**src/hdl/counter_core_pkg.sv**
```systemverilog
package counter_core_pkg;
	// ****************************************
	// CPU I/O locations (index on the byte bus)
	// ****************************************
	localparam logic [3:0] ADDR_CTRL_A = 4'h0;
	localparam logic [3:0] ADDR_CTRL_B = 4'h1;
	localparam logic [3:0] ADDR_CNT_LO = 4'h2;
	localparam logic [3:0] ADDR_CNT_HI = 4'h3;
	localparam logic [3:0] ADDR_CMPA_LO = 4'h4;
	localparam logic [3:0] ADDR_CMPA_HI = 4'h5;
	localparam logic [3:0] ADDR_CMPB_LO = 4'h6;
	localparam logic [3:0] ADDR_CMPB_HI = 4'h7;
	localparam logic [3:0] ADDR_CAP_LO = 4'h8;
	localparam logic [3:0] ADDR_CAP_HI = 4'h9;
	localparam logic [3:0] ADDR_STATUS = 4'hA;

	// ****************************************
	// Field positions
	// ****************************************
	localparam int CTRL_A_WAVE_LSB = 0;
	localparam int CTRL_B_SRC_LSB = 0;
	localparam int CTRL_B_WAVE_LSB = 3;
	localparam int STATUS_OVF_BIT = 0;

	// ****************************************
	// Count limits
	// ****************************************
	localparam logic [15:0] COUNT_FLOOR = 16'h0000;
	localparam logic [15:0] COUNT_MAX = 16'hFFFF;
	localparam logic [15:0] TOP_8BIT = 16'h00FF;
	localparam logic [15:0] TOP_9BIT = 16'h01FF;
	localparam logic [15:0] TOP_10BIT = 16'h03FF;
	localparam logic [15:0] COUNT_STEP = 16'h0001;

	// ****************************************
	// Values after reset
	// ****************************************
	localparam logic [15:0] WORD_RST = 16'h0000;
	localparam logic [7:0] BYTE_RST = 8'h00;
	localparam logic [1:0] CTRL_A_RST = 2'h0;
	localparam logic [4:0] CTRL_B_RST = 5'h00;
	localparam logic FLOOR_RST = 1'b1;

	// ****************************************
	// Tick sources and prescaler taps
	// ****************************************
	localparam logic [2:0] SRC_OFF = 3'h0;
	localparam logic [2:0] SRC_DIRECT = 3'h1;
	localparam logic [2:0] SRC_TAP_A = 3'h2;
	localparam logic [2:0] SRC_TAP_B = 3'h3;
	localparam logic [2:0] SRC_TAP_C = 3'h4;
	localparam logic [2:0] SRC_TAP_D = 3'h5;
	localparam logic [2:0] SRC_EXT_FALL = 3'h6;
	localparam logic [2:0] SRC_EXT_RISE = 3'h7;
	localparam int PRESCALE_W = 10;
	localparam logic [9:0] PRESCALE_RST = 10'h000;
	localparam logic [9:0] TAP_A_MASK = 10'h007;
	localparam logic [9:0] TAP_B_MASK = 10'h03F;
	localparam logic [9:0] TAP_C_MASK = 10'h0FF;
	localparam logic [9:0] TAP_D_MASK = 10'h3FF;

	// ****************************************
	// Counting behaviour classes
	// ****************************************
	typedef enum logic [1:0] {
		CLS_NORMAL = 2'b00,
		CLS_CLEAR = 2'b01,
		CLS_FAST = 2'b10,
		CLS_PHASE = 2'b11
	} count_class_e;
endpackage

```
**src/hdl/count_pin_sync.sv**
```systemverilog
`timescale 1ns/1ns
module count_pin_sync (
	// Clock and reset
	input wire logic clock,
	input wire logic srst,
	// Raw pin
	input wire logic pin_in,
	// Edge pulses, one cycle each
	output logic pin_rise,
	output logic pin_fall
);
	import counter_core_pkg::*;

	typedef struct packed {
		logic s1;
		logic s2;
		logic s3;
		logic level;
		logic rise;
		logic fall;
	} pin_s;

	pin_s st_r;
	pin_s st_nxt;

	// Level accepted only when second and third stage agree
	always_comb begin
		st_nxt = st_r;
		st_nxt.s1 = pin_in;
		st_nxt.s2 = st_r.s1;
		st_nxt.s3 = st_r.s2;
		st_nxt.rise = 1'b0;
		st_nxt.fall = 1'b0;
		if (st_r.s2 == st_r.s3) begin
			st_nxt.level = st_r.s3;
			st_nxt.rise = st_r.s3 & ~st_r.level;
			st_nxt.fall = ~st_r.s3 & st_r.level;
		end
	end

	// State register
	always_ff @(posedge clock) begin
		if (srst) begin
			st_r <= '0;
		end else begin
			st_r <= st_nxt;
		end
	end

	assign pin_rise = st_r.rise;
	assign pin_fall = st_r.fall;
endmodule

```
**src/hdl/counter_tick_source.sv**
```systemverilog
`timescale 1ns/1ns
module counter_tick_source (
	// Clock and reset
	input wire logic clock,
	input wire logic srst,
	// Source choice
	input wire logic [2:0] clock_source_select,
	// Edges of the external count input
	input wire logic ext_rise,
	input wire logic ext_fall,
	// Single-cycle tick
	output logic timer_tick
);
	import counter_core_pkg::*;

	typedef struct packed {
		logic [PRESCALE_W-1:0] pre;
	} tick_s;

	tick_s st_r;
	tick_s st_nxt;

	// Tap fires when all its low prescaler bits are ones
	function automatic logic tap_hit(input logic [9:0] pre, input logic [9:0] mask);
		tap_hit = ((pre & mask) == mask);
	endfunction

	// Free-running prescaler shared by all taps
	always_comb begin
		st_nxt = st_r;
		st_nxt.pre = st_r.pre + 10'h001;
	end

	always_ff @(posedge clock) begin
		if (srst) begin
			st_r.pre <= PRESCALE_RST;
		end else begin
			st_r <= st_nxt;
		end
	end

	// Source mux; select zero gives no ticks at all
	always_comb begin
		case (clock_source_select)
			SRC_OFF: timer_tick = 1'b0;
			SRC_DIRECT: timer_tick = 1'b1;
			SRC_TAP_A: timer_tick = tap_hit(st_r.pre, TAP_A_MASK);
			SRC_TAP_B: timer_tick = tap_hit(st_r.pre, TAP_B_MASK);
			SRC_TAP_C: timer_tick = tap_hit(st_r.pre, TAP_C_MASK);
			SRC_TAP_D: timer_tick = tap_hit(st_r.pre, TAP_D_MASK);
			SRC_EXT_FALL: timer_tick = ext_fall;
			SRC_EXT_RISE: timer_tick = ext_rise;
			default: timer_tick = 1'b0;
		endcase
	end
endmodule

```
**src/hdl/sixteen_bit_counter_core.sv**
```systemverilog
`timescale 1ns/1ns
// Contract
// - Flag the floor whenever the count becomes zero.
// - All ones is the full-scale count value.
// - Ceiling is a fixed value, compare A or capture, by mode.
// - One shared 8-bit high-byte holding register for all 16-bit registers.
// - Low-byte write loads held high byte and written low byte together.
// - Count or capture low-byte read copies its high byte into the holding register.
// - Compare A and B reads return bytes directly, holding register untouched.
// - Count high-byte location reaches the holding register, not the counter.
// - Source select zero gives no ticks and stops the counter.
// - Count stays readable and writable with or without ticks.
// - CPU count write wins over a same-cycle clear or count.
// - Each tick clears, increments or decrements per the waveform mode.
// - Counting steps by exactly one; clear zeroes every bit.
// - Overflow flag set at the mode's point, usable as interrupt request.
// - External input ticks on rising edge for code 7, falling for 6.
module sixteen_bit_counter_core (
	// Clock and reset
	input wire logic clock,
	input wire logic srst,
	// CPU byte bus
	input wire logic [3:0] io_addr,
	input wire logic io_wr,
	input wire logic io_rd,
	input wire logic [7:0] io_wdata,
	output logic [7:0] io_rdata,
	// Pins and neighbour units
	input wire logic external_count_input,
	input wire logic capture_load,
	// Values to compare, capture and waveform units
	output logic [15:0] count_value,
	output logic [15:0] compare_a_value,
	output logic [15:0] compare_b_value,
	output logic [15:0] capture_value,
	output logic [3:0] waveform_mode_select,
	output logic [2:0] clock_source_select,
	// Limit and event flags
	output logic count_floor,
	output logic overflow_flag
);
	import counter_core_pkg::*;

	typedef struct packed {
		logic [1:0] ctl_a;
		logic [4:0] ctl_b;
		logic [15:0] count;
		logic [15:0] cmp_a;
		logic [15:0] cmp_b;
		logic [15:0] cap;
		logic [7:0] temp;
		logic down;
		logic ovf;
		logic floor;
		logic [7:0] rdata;
	} core_s;

	core_s st_r;
	core_s st_nxt;
	logic timer_tick;
	logic ext_rise;
	logic ext_fall;
	logic cnt_wr;
	logic [15:0] top;
	count_class_e cls;

	// ****************************************
	// Mode decoding
	// ****************************************
	// Ceiling of the count sequence for a given mode
	function automatic logic [15:0] top_of(input logic [3:0] m, input logic [15:0] a,
		input logic [15:0] c);
		case (m)
			4'h1, 4'h5: top_of = TOP_8BIT;
			4'h2, 4'h6: top_of = TOP_9BIT;
			4'h3, 4'h7: top_of = TOP_10BIT;
			4'h4, 4'h9, 4'hB, 4'hF: top_of = a;
			4'h8, 4'hA, 4'hC, 4'hE: top_of = c;
			default: top_of = COUNT_MAX;
		endcase
	endfunction

	// How a tick moves the counter in a given mode
	function automatic count_class_e class_of(input logic [3:0] m);
		case (m)
			4'h0, 4'hD: class_of = CLS_NORMAL;
			4'h4, 4'hC: class_of = CLS_CLEAR;
			4'h5, 4'h6, 4'h7, 4'hE, 4'hF: class_of = CLS_FAST;
			default: class_of = CLS_PHASE;
		endcase
	endfunction

	assign waveform_mode_select = {st_r.ctl_b[CTRL_B_WAVE_LSB+1:CTRL_B_WAVE_LSB],
		st_r.ctl_a[CTRL_A_WAVE_LSB+1:CTRL_A_WAVE_LSB]};
	assign clock_source_select = st_r.ctl_b[CTRL_B_SRC_LSB+2:CTRL_B_SRC_LSB];

	// Mode selects ceiling and class
	always_comb begin
		top = top_of(waveform_mode_select, st_r.cmp_a, st_r.cap);
		cls = class_of(waveform_mode_select);
	end

	// ****************************************
	// Tick generation
	// ****************************************
	count_pin_sync u_pin_sync (
		.clock(clock),
		.srst(srst),
		.pin_in(external_count_input),
		.pin_rise(ext_rise),
		.pin_fall(ext_fall)
	);

	counter_tick_source u_tick_source (
		.clock(clock),
		.srst(srst),
		.clock_source_select(clock_source_select),
		.ext_rise(ext_rise),
		.ext_fall(ext_fall),
		.timer_tick(timer_tick)
	);

	// ****************************************
	// Counter, registers and byte access
	// ****************************************
	assign cnt_wr = io_wr && (io_addr == ADDR_CNT_LO);

	// Next state: count step, then CPU access on top
	always_comb begin
		st_nxt = st_r;
		// Software clear of overflow comes first so a same-cycle set wins
		if (io_wr && (io_addr == ADDR_STATUS) && io_wdata[STATUS_OVF_BIT]) begin
			st_nxt.ovf = 1'b0;
		end
		// A CPU count write discards the tick's operation
		if (timer_tick && !cnt_wr) begin
			case (cls)
				CLS_NORMAL: begin
					st_nxt.count = st_r.count + COUNT_STEP;
					if (st_r.count == COUNT_MAX) begin
						st_nxt.ovf = 1'b1;
					end
				end
				CLS_CLEAR: begin
					if (st_r.count == top) begin
						st_nxt.count = COUNT_FLOOR;
					end else begin
						st_nxt.count = st_r.count + COUNT_STEP;
					end
					if (st_r.count == COUNT_MAX) begin
						st_nxt.ovf = 1'b1;
					end
				end
				CLS_FAST: begin
					if (st_r.count == top) begin
						st_nxt.count = COUNT_FLOOR;
						st_nxt.ovf = 1'b1;
					end else begin
						st_nxt.count = st_r.count + COUNT_STEP;
					end
				end
				CLS_PHASE: begin
					// Turn at the ceiling and at zero; overflow marks the floor turn
					if (!st_r.down && (st_r.count >= top)) begin
						st_nxt.down = 1'b1;
						st_nxt.count = st_r.count - COUNT_STEP;
					end else if (st_r.down && (st_r.count == COUNT_FLOOR)) begin
						st_nxt.down = 1'b0;
						st_nxt.count = st_r.count + COUNT_STEP;
						st_nxt.ovf = 1'b1;
					end else if (st_r.down) begin
						st_nxt.count = st_r.count - COUNT_STEP;
					end else begin
						st_nxt.count = st_r.count + COUNT_STEP;
					end
				end
				default: st_nxt.count = st_r.count;
			endcase
		end
		// Capture from the neighbouring unit
		if (capture_load) begin
			st_nxt.cap = st_r.count;
		end
		// Reads: low byte of count or capture snapshots the high byte
		if (io_rd) begin
			case (io_addr)
				ADDR_CTRL_A: st_nxt.rdata = {6'h00, st_r.ctl_a};
				ADDR_CTRL_B: st_nxt.rdata = {3'h0, st_r.ctl_b};
				ADDR_CNT_LO: begin
					st_nxt.rdata = st_r.count[7:0];
					st_nxt.temp = st_r.count[15:8];
				end
				ADDR_CNT_HI: st_nxt.rdata = st_r.temp;
				ADDR_CMPA_LO: st_nxt.rdata = st_r.cmp_a[7:0];
				ADDR_CMPA_HI: st_nxt.rdata = st_r.cmp_a[15:8];
				ADDR_CMPB_LO: st_nxt.rdata = st_r.cmp_b[7:0];
				ADDR_CMPB_HI: st_nxt.rdata = st_r.cmp_b[15:8];
				ADDR_CAP_LO: begin
					st_nxt.rdata = st_r.cap[7:0];
					st_nxt.temp = st_r.cap[15:8];
				end
				ADDR_CAP_HI: st_nxt.rdata = st_r.temp;
				ADDR_STATUS: st_nxt.rdata = {7'h00, st_r.ovf};
				default: st_nxt.rdata = BYTE_RST;
			endcase
		end
		// Writes: high bytes park in the shared holding register
		if (io_wr) begin
			case (io_addr)
				ADDR_CTRL_A: st_nxt.ctl_a = io_wdata[1:0];
				ADDR_CTRL_B: st_nxt.ctl_b = io_wdata[4:0];
				ADDR_CNT_LO: st_nxt.count = {st_r.temp, io_wdata};
				ADDR_CMPA_LO: st_nxt.cmp_a = {st_r.temp, io_wdata};
				ADDR_CMPB_LO: st_nxt.cmp_b = {st_r.temp, io_wdata};
				ADDR_CAP_LO: st_nxt.cap = {st_r.temp, io_wdata};
				ADDR_CNT_HI, ADDR_CMPA_HI, ADDR_CMPB_HI, ADDR_CAP_HI: begin
					st_nxt.temp = io_wdata;
				end
				default: st_nxt.temp = st_nxt.temp;
			endcase
		end
		// Floor flag follows the new count
		st_nxt.floor = (st_nxt.count == COUNT_FLOOR);
	end

	// State register
	always_ff @(posedge clock) begin
		if (srst) begin
			st_r.ctl_a <= CTRL_A_RST;
			st_r.ctl_b <= CTRL_B_RST;
			st_r.count <= WORD_RST;
			st_r.cmp_a <= WORD_RST;
			st_r.cmp_b <= WORD_RST;
			st_r.cap <= WORD_RST;
			st_r.temp <= BYTE_RST;
			st_r.down <= 1'b0;
			st_r.ovf <= 1'b0;
			st_r.floor <= FLOOR_RST;
			st_r.rdata <= BYTE_RST;
		end else begin
			st_r <= st_nxt;
		end
	end

	assign io_rdata = st_r.rdata;
	assign count_value = st_r.count;
	assign compare_a_value = st_r.cmp_a;
	assign compare_b_value = st_r.cmp_b;
	assign capture_value = st_r.cap;
	assign count_floor = st_r.floor;
	assign overflow_flag = st_r.ovf;
endmodule

```
**config.mk**
```make
export PLATFORM = sky130hd
export DESIGN_NAME = sixteen_bit_counter_core
export DESIGN_NICKNAME = d
export VERILOG_FILES = /design/src/hdl/counter_core_pkg.sv /design/src/hdl/count_pin_sync.sv /design/src/hdl/counter_tick_source.sv /design/src/hdl/sixteen_bit_counter_core.sv
export SDC_FILE = /design/constraint.sdc
export NUM_CORES = 1
export LEC_CHECK = 0
export BUFFER_PORTS_ARGS = -buffer_cell sky130_fd_sc_hd__buf_2
export CAP_MARGIN = 15
export CORE_MARGIN = 2
export CORE_UTILIZATION = 45
export DETAILED_ROUTE_END_ITERATION = 12
export SYNTH_ARGS = -nofsm -noshare
export SYNTH_HDL_FRONTEND = slang
export SYNTH_SLANG_ARGS = --single-unit
export TNS_END_PERCENT = 50
```
**constraint.sdc**
```tcl
create_clock -name clock -period 7.3 [get_ports clock]
set_clock_uncertainty 0.15 [all_clocks]
set_input_delay 1.46 -clock clock [delete_from_list [all_inputs] [get_ports clock]]
set_output_delay 1.46 -clock clock [all_outputs]
set_load 0.1 [all_outputs]
```
Word level (Yosys, flattened, before mapping)
Memory sizes are Yosys's and may differ from the RTL's.
Index checks and enable logic that the tools add are counted.
{ "classes": {"reduce_logical": 29, "n_mux": 26, "shift": 0, "addsub": 3, "div_mod_pow": 0, "magnitude_cmp": 1, "n_bitwise": 5, "eq_ne": 41, "mul": 0} }
{ "op_table": {"columns": ["cell", "count"], "rows": [
  ["16-bit 2-to-1 mux", 10],
  ["16-bit one-hot mux with 5 select lines", 1],
  ["8-bit one-hot mux with 10 select lines", 1],
  ["72-bit 2-to-1 mux", 1],
  ["16-bit one-hot mux with 3 select lines", 1],
  ["4-bit equality test, second input constant", 10],
  ["4-bit by 3-bit equality test with 1-bit output, second input constant", 8],
  ["16-bit zero test", 2],
  ["16-bit by 1-bit adder with 16-bit output, second input constant", 1],
  ["16-bit equality test", 1],
  ["16-bit equality test, second input constant", 1],
  ["4-bit by 2-bit equality test with 1-bit output, second input constant", 4],
  ["16-bit >= comparator", 1],
  ["8-bit 2-to-1 mux", 2],
  ["8-bit one-hot mux with 2 select lines", 1],
  ["16-bit by 1-bit subtractor with 16-bit output, second input constant", 1],
  ["3-bit equality test, second input constant", 5],
  ["2-bit OR reduction", 7],
  ["4-bit OR reduction", 3],
  ["10-bit by 1-bit adder with 10-bit output, second input constant", 1],
  ["10-bit equality test, second input constant", 1],
  ["4-bit by 1-bit equality test with 1-bit output, second input constant", 2],
  ["8-bit equality test, second input constant", 1],
  ["1-bit one-hot mux with 8 select lines", 1],
  ["19 further kinds", 38]
]} }
{ "word_totals": {"register_bits": 106, "romBits": 32, "n_memories": 1, "inputBits": 18, "latch_bits": 0, "ramBits": 0} }
{ "mem_list": {"columns": ["memory", "words", "word_bits", "rd", "rd_clocked_by_memory_dff", "write_ports", "line_no", "text"], "rows": [
  ["(no name shown)", 16, 2, 1, 0, 0, "sixteen_bit_counter_core.sv:85", "case (m)"]
]} }

Logic depth before layout (Yosys ltp)
Gate-level depths: netlist of the first run.
{ "logic_depth": {"ltp_word": 11, "ltp_mapped": 18, "mapped_depth_nobuf": 17} }

Cells and area by module
A second synthesis of the first run with hierarchy kept.
{ "unflattened": {"cells_unflattened": 940, "hier_area_um2": 7302.0} }
{ "by_module_without_submodules": {"columns": ["mod", "cells_each", "area_per_inst_um2", "n_inst"], "rows": [
  ["sixteen_bit_counter_core", 872, 6641.4, 1],
  ["counter_tick_source", 54, 483.0, 1],
  ["count_pin_sync", 14, 177.7, 1]
]} }

Worst setup path before layout of the first run
No wires, ideal clock.
{ "synth_timing": {"kind": "register to register", "start": "reg st_r (netlist bit waveform_mode_select[0])", "end": "reg st_r (netlist bit count_floor)", "path_stages_with_launch": 17, "t_arrival_ns": 3.518, "slack_ns": 3.548, "setup_time_ns": 0.084, "period_less_slack_ns": 3.752, "cell_sequence": "dfxtp_1 clkbuf_1 clkbuf_1 nand3_1 a21oi_1 a21oi_1 ha_1 nand4_1 or3_1 o2111a_1 a31oi_2 buf_4 mux2i_1 xor2_1 a31oi_1 nand4_1 o31ai_2"} }
{ "synth_via": {"elab_chain_cells": 11} }
{ "synth_lines": {"columns": ["element", "line_no", "text"], "rows": [
  ["start, declared", "sixteen_bit_counter_core.sv:58", "core_s st_r;"],
  ["start signal, assigned", "sixteen_bit_counter_core.sv:241", "st_r <= st_nxt;"],
  ["4-bit equality test (tied with other cells)", "sixteen_bit_counter_core.sv:73", "case (m)"],
  ["4-bit OR reduction or 2-bit OR reduction (tied branches)", "sixteen_bit_counter_core.sv:73", null],
  ["16-bit one-hot mux with 5 select lines", "sixteen_bit_counter_core.sv:73", null],
  ["16-bit >= comparator", "sixteen_bit_counter_core.sv:164", "if (!st_r.down && (st_r.count >= top)) begin"],
  ["1-bit logical AND", "sixteen_bit_counter_core.sv:164", null],
  ["16-bit 2-to-1 mux", "sixteen_bit_counter_core.sv:164", null],
  ["16-bit one-hot mux with 3 select lines (*)", "sixteen_bit_counter_core.sv:137", "case (cls)"],
  ["16-bit 2-to-1 mux (*)", "sixteen_bit_counter_core.sv:136", "if (timer_tick && !cnt_wr) begin"],
  ["16-bit 2-to-1 mux", "sixteen_bit_counter_core.sv:209", "case (io_addr)"],
  ["72-bit 2-to-1 mux (*)", "sixteen_bit_counter_core.sv:208", "if (io_wr) begin"],
  ["16-bit zero test (*)", "sixteen_bit_counter_core.sv:223", "st_nxt.floor = (st_nxt.count == COUNT_FLOOR);"]
]} }
Every way passes the cells marked *; elsewhere a longest branch is shown, timed or not.
A chain may end at the register's enable or synchronous reset.

Final worst setup path of the first run
Ends and elaborated chain as after synthesis.

==> results.md, run 1 <==
- Status: finished, final reports clean
- Critical path launch point type: register
- Drt wl/cell: roughly 22 um
- Power share of the combinational group: about 20%
- DRT Wirelength: between 20,000 and 25,000 um
- List of most frequent post-synthesis cells: 120 x nand2_1, 108 x nor2_1, 106 x dfxtp_1, 85 x buf_4, 79 x a21oi_1
- Yosys top cell by area: dfxtp_1
- Slew headroom: roughly 27%
- # rows: 46
- Vias in the first global route: 6,327
- Least-Margin Pin Slew: between 1000 and 1500 ps
- Share of the synthesized area in the top cell type: between 20% and 30%
- CTS Buffer Depth: 2
- H-tree depth: 3
- Register area share after synthesis: between 20% and 30%
- Max incr delay on CP: 970 ps
- EDFF count, synth: 0
- Worst VDD drop: 0.109 mV
- Top Family by Delay on Critical Path: compound AO/OA/AOI/OAI gates
- WP data required: about 7400 ps
- Net Sw Frac: 33.4%
- P&R area growth vs syn: 3.63%
- Unique masters post-synth: 80
- Crit-path max FO: 28
- Power, Total: roughly 1.4 mW
- CORE AREA: 15,900 sq um
- Most frequent CP cell: nand4_1
- Pin count of the biggest net entering global routing: 93
- Placed cell count: 1,130
- Die Footprint: between 15,000 and 20,000 sq um
- Crit path arrival time: around 5000 ps
- # Post-CTS Setup Buffers: 0
- Hold Path Class: reg2reg
- Instance area at placement: about 7300 sq um
- Ys flop type: dfxtp_1
- GPL Wtd Cong: 0.941
- Non-Filler Instances: between 1,000 and 1,500
- Syn nets: just under 1,000
- Synth Warn #: 0
- Total global-route track usage: approximately 28%
- Pwr dens: between 150 and 200 nW/um^2
- CTS Buf Count: 9
- Cells after synthesis: 950
- Psw: 477 uW
- Global-route wire length before repair: approximately 38,000 um
- RSZ-0062 raised after global routing: false
- Most common cell in the netlist: nand2_1
- Leakage dissipation: ~3.1 nW
- # diodes: 0
- Setup TNS: 0 ps
- Synth area leaders: dfxtp_1 29%, buf_4 8.7%, nand2_1 6.1%
- Gr ovfl total: 0
- Post-cts sizing count: 0
- Critical path capture point type: register
- Crit Path Category: reg2reg
- Drt drc: 0
- Tcrit/Tclk final: between 60% and 70%
- IO Pins: 99
- Clock Latency Late Sink: between 300 and 400 ps
- Root buffer cell: clkbuf_16
- Layout cell share with drive strength beyond 1: between 10% and 20%
- CTS tree: done
- Finished Cell Area: ~7600 sq um
- Yosys reg bits: between 100 and 150
- Vias per cell: 6.05
- Crit path time final: 4880 ps
- Final hold vios: 0
- Antenna Nets Post-Route: 0
- Seq pwr share: 44.1%
- Initial DRC Count: roughly 800
- Clock transition at path regs: around 70 ps
- Clock sinks: around 110
- Clk network pwr share: between 30% and 40%
- Drt pass-1 iters: 5
- Buf/Inv on CP: 0
- Fmax: approximately 200 MHz
- Slowest CP cell: dfxtp_1
- Die Width: ~130 um
- Mapped Avg Cell Area: approximately 7.8 sq um
- Cell Chain, Critical Path: nor2_1 -> o21ai_0 -> o311ai_0 -> ha_1 -> nand4_1 -> or3_1 -> o2111a_1 -> a31oi_2 -> nand2_1 -> a211o_1 -> a32oi_1 -> nand4_1 -> o31ai_2
- Port bufs: 98
- Die height: roughly 130 um
- Starting Density: a little under half
- MaxCap Viol Count: 0
- Synth async-reset ratio: 0%
- Final #Nets: just under 1,000
- Slew Limit Fails: 0
- Int Power: ~950 uW
- DR vias: 6,932
- Antenna violations before repair: 1
- Detailed placement HPWL: roughly 18,000 um
- Fillers: ~1,700
- Final setup vio count: 0
- Post-cts hold buffer count: 0
- Mapped Area: ~7400 sq um
==> worst register-to-register path: cells and delay by family, from the launching register on <==
family	cells	cell delay [ps]
compound gates	7	2040
simple gates	5	1270
flops	1	970
fa+ha+maj	1	360
==> worst paths after layout <==
| check | startpoint | endpoint | slack (ps) | cells after the start |
|---|---|---|---|---|
| hold / removal | u_pin_sync.st_r[3]$_SDFF_PP0_ | u_pin_sync.pin_fall$_SDFF_PP0_ | 300 | 1 |
| setup reg to reg | waveform_mode_select[0]$_SDFFE_PP0P_ | count_floor$_SDFF_PP1_ | 2420 | 13 |
| hold reg to reg | u_pin_sync.st_r[3]$_SDFF_PP0_ | u_pin_sync.pin_fall$_SDFF_PP0_ | 300 | 1 |
| setup / recovery | waveform_mode_select[0]$_SDFFE_PP0P_ | count_floor$_SDFF_PP1_ | 2420 | 13 |
==> logic make-up after synthesis <==
family,after synthesis,share of synthesized area [%]
compound gates,246,22.1
xor+xnor,30,3.56
fa+ha+maj,24,4.07
simple gates,342,22.0
mux,45,6.76
flops,106,28.8
buf+inv,157,12.7
==> power by group through the flow <==
| stage | clock network (mW) | registers (mW) | logic (mW) |
|---|---|---|---|
| after floorplan | 0 | 0.627 | 0.234 |
| after global placement | 0 | 0.642 | 0.280 |
| after detailed placement | 0 | 0.642 | 0.279 |
| after CTS | 0.528 | 0.629 | 0.281 |
| after global routing | 0.545 | 0.632 | 0.301 |
| final | 0.515 | 0.630 | 0.283 |
==> placed cells by master (no fill, tap or decap), types with 4 or more instances in the layout <==
cell	Yosys	final
nor2_1	108	108
a22o_1	9	9
buf_2	8	97
o22ai_1	8	8
a32oi_1	4	4
nor2b_1	14	14
buf_4	85	10
xnor2_1	16	16
a221oi_1	5	5
o21ai_0	33	33
a22oi_1	11	11
nand4_1	10	10
nand2b_1	6	6
inv_1	14	14
clkbuf_16	0	9
nand2_1	120	120
nor4_1	6	4
a21oi_1	79	79
o211ai_1	6	6
xor2_1	14	14
dfxtp_1	106	106
mux2_2	8	8
a222oi_1	4	4
and3_1	12	12
a31oi_1	11	11
nand3_1	24	24
a311oi_1	4	4
nor3_1	8	8
o21ai_1	6	6
a211o_1	4	4
mux2i_1	34	34
o221ai_1	6	6
a211oi_1	26	26
ha_1	24	24
==> layer usage <==
layer | share of wire (%) | track usage [%] | vias up | wire length (um)
li1 | - | - | 3279 | -
met1 | 43 | 37.9 | 3304 | 10700
met2 | 46 | 44.2 | 292 | 11300
met3 | 6.9 | 3.77 | 55 | 1700
met4 | 3.9 | 11.9 | 2 | 953
met5 | 0.053 | 0 | - | 13
==> state kept, by name, indices dropped and copies added, names as in the netlist <==
register,flops
capture_value,16
compare_a_value,16
compare_b_value,16
count_value,16
u_tick_source.st_r,10
st_r,9
io_rdata,8
waveform_mode_select,4
clock_source_select,3
u_pin_sync.st_nxt,2
u_pin_sync.st_r,2
count_floor,1
overflow_flag,1
u_pin_sync.pin_fall,1
u_pin_sync.pin_rise,1
==> through the flow <==
| step | setup slack [ps] | utilization (%) | hold slack, ps |
|---|---|---|---|
| floorplan | 3550 | - | 259 |
| global placement | 2670 | 46.0 | 282 |
| detailed placement | 2520 | 46.0 | 281 |
| CTS | 2460 | 47.9 | 289 |
| global route | 2020 | 47.9 | 325 |
| finish | 2420 | 47.9 | 300 |
==> cell type report <==
cell class,instances,area (sq um),area share [%]
Multi-Input combinational cell,687,4330,56.7
Sequential cell,106,2120,27.8
Timing Repair Buffer,107,561,7.34
Tap cell,216,270,3.54
Clock buffer,11,243,3.18
Clock inverter,5,62.6,0.819
Inverter,14,52.6,0.688
Power figures use the tool's default switching activity.
==> inputs of run 2 (changes only) <==
- clock period: 7.3 -> 4.6 ns (I/O delays scaled with it)
==> results.md, run 2 (synthesis results as in run 1) <==
- Critical path destination: count_floor$_SDFF_PP1_ (unchanged)
- Pin count of the biggest net entering global routing: 62 (was 93)
- # rows: 46 (unchanged)
- Slew Limit Fails: 0 (unchanged)
- Tcrit/Tclk final: 91.7% (was 66.9%)
- IO Pins: 99 (unchanged)
- Hold Path Class: reg2reg (unchanged)
- Die Footprint: 17,400 sq um (unchanged)
- Gr ovfl total: 0 (unchanged)
- CP Launch Point: waveform_mode_select[0]$_SDFFE_PP0P_ (unchanged)
- Clock Latency Late Sink: 360 ps (about the same)
- Detailed placement HPWL: 17,900 um (was 17,600 um)
- Global-route wire length before repair: 37,300 um (was 37,700 um)
- Root buffer cell: clkbuf_16 (unchanged)
- Non-Filler Instances: 1,165 (was 1,146)
- Most frequent cells in the layout: 120 x nand2_1, 107 x nor2_1, 106 x dfxtp_1, 97 x buf_2, 79 x a21oi_1 (was 120 x nand2_1, 108 x nor2_1, 106 x dfxtp_1, 97 x buf_2, 79 x a21oi_1)
- Least-Margin Pin Slew: 1050 ps (was 1090 ps)
- Worst VDD drop: 0.195 mV (was 0.109 mV)
- DRT Wirelength: 24,600 um (was 24,700 um)
- Vias per cell: 6.07 (was 6.05)
- Vias in the first global route: 6,368 (was 6,327)
- Drt drc: 0 (unchanged)
- Layout cell share with drive strength beyond 1: 18.2% (was 16.3%)
- Slew headroom: 29.8% (was 27.0%)
- Crit-path max FO: 12 (was 28)
- Multi-input gate area in the final layout: 4330 sq um (about the same)
- Fmax: 237 MHz (was 205 MHz)
- Final setup vio count: 0 (unchanged)
- R2r endpoint: count_floor$_SDFF_PP1_ (unchanged)
- Commonest non-fill, non-tap cell in the layout: nand2_1 (unchanged)
- Starting Density: 46.2% (unchanged)
- Die Width: 132 um (unchanged)
- Placed cell count: 1,149 (was 1,130)
- Clock transition at path regs: 80 ps (was 70 ps)
- Drt pass-1 iters: 8 (was 5)
- Fillers: 1,628 (was 1,695)
- Crit path time final: 4220 ps (was 4880 ps)
- P&R area growth vs syn: 6.03% (was 3.63%)
- Antenna Nets Post-Route: 0 (unchanged)
- Reg2reg path depth: 13 (unchanged)
- Critical path capture point type: register (unchanged)
- Critical path launch point type: register (unchanged)
- Die height: 132 um (unchanged)
- Power, Total: 2.33 mW (was 1.43 mW)
- Worst R2R Setup Slack: 380 ps (was 2420 ps)
- DR vias: 7,070 (was 6,932)
- Seq. cell area: 2120 sq um (unchanged)
- Worst R2R Start: waveform_mode_select[0]$_SDFFE_PP0P_ (unchanged)
- Initial DRC Count: 641 (was 782)
- CORE AREA: 15,900 sq um (unchanged)
- Leakage dissipation: 3.24 nW (was 3.12 nW)
- Port bufs: 98 (unchanged)
- CTS Buffer Depth: 2 (unchanged)
- Crit path arrival time: 4350 ps (was 5000 ps)
- MaxCap Viol Count: 0 (unchanged)
- Final #Nets: 986 (was 967)
- Crit Path Category: reg2reg (unchanged)
- CTS Buf Count: 9 (unchanged)
- RSZ-0062 raised after global routing: false (unchanged)
- # Post-CTS Setup Buffers: 0 (unchanged)
- Total global-route track usage: 27.5% (was 27.8%)
- Final hold vios: 0 (unchanged)
- WP data required: 4730 ps (was 7420 ps)
- Drt wl/cell: 21.1 um (was 21.6 um)
- Antenna violations before repair: 0 (was 1)
- CTS tree: done (unchanged)
- GPL Wtd Cong: 0.924 (was 0.941)
- Status: finished, final reports clean (unchanged)
- H-tree depth: 3 (unchanged)
- Clock sinks: 106 (unchanged)
- Setup TNS: 0 ps (unchanged)
- Pwr dens: 298 nW/um^2 (was 187 nW/um^2)
- # diodes: 0 (unchanged)
[run 2: repair_timing]
action / 4_1_cts / 5_1_grt
setup endpoints to repair: 0 / 1
resized for setup: 0 / 1
hold buffers: 0 / 0
[run 2: layout make-up]
class,instances,share of cell area (%)
multi-input cells,687,55.4
flip-flops and latches,106,27.2
repair buffers,126,9.00
well taps,216,3.46
clock buffers,9,2.88
clock inverters,7,1.42
inverters,14,0.672
[run 2: where the power goes]
group	switching, mW	total [mW]	internal [mW]	leakage (nW)
Sequential	0.0444	0.986	0.941	0.858
Clock	0.387	0.875	0.488	0.163
Combinational	0.336	0.467	0.132	2.22
[run 2: stage by stage]
stage / area [sq um] / setup WS, ps / utilization [%] / hold slack [ps]
after CTS: 7810 / 443 / 49.0 / 297
after global placement: 7480 / 576 / 46.9 / 278
after global routing: 7820 / 69.9 / 49.0 / 311
final: 7820 / 383 / 49.0 / 291
after floorplan: 7370 / 848 / - / 259
after detailed placement: 7480 / 507 / 46.9 / 279
[run 2: routing by layer]
layer | part of all wire [%] | track usage, % | wire, um
met1 | 43 | 36.8 | 10500
met3 | 9.0 | 6.00 | 2210
met2 | 46 | 43.9 | 11200
met5 | 0.18 | 1.94 | 44
met4 | 2.7 | 8.94 | 660
[run 2: worst min path at each step]
stage,slack [ps],end,startpoint,cells after the start
final,290,u_pin_sync.st_nxt[3]$_SDFF_PP0_,u_pin_sync.st_nxt[4]$_SDFF_PP0_,1
after global routing,310,u_pin_sync.st_nxt[3]$_SDFF_PP0_,u_pin_sync.st_nxt[4]$_SDFF_PP0_,1
after CTS,300,u_pin_sync.st_nxt[3]$_SDFF_PP0_,u_pin_sync.st_nxt[4]$_SDFF_PP0_,1
after detailed placement,280,u_pin_sync.st_nxt[3]$_SDFF_PP0_,u_pin_sync.st_nxt[4]$_SDFF_PP0_,1
after global placement,280,u_pin_sync.st_nxt[3]$_SDFF_PP0_,u_pin_sync.st_nxt[4]$_SDFF_PP0_,1
after floorplan,260,u_pin_sync.pin_fall$_SDFF_PP0_,u_pin_sync.st_r[3]$_SDFF_PP0_,1
[run 2: critical path, cell delays in order, from the launching register on]
cell	delay (ps)
dfxtp_1	520
buf_4	240
nand3_1	200
a21oi_1	200
a21oi_1	60
ha_1	310
nand4_1	230
o41ai_1	500
nand2b_1	410
nor2_1	370
o221ai_1	190
a22oi_1	330
nand4_1	190
o31ai_2	230
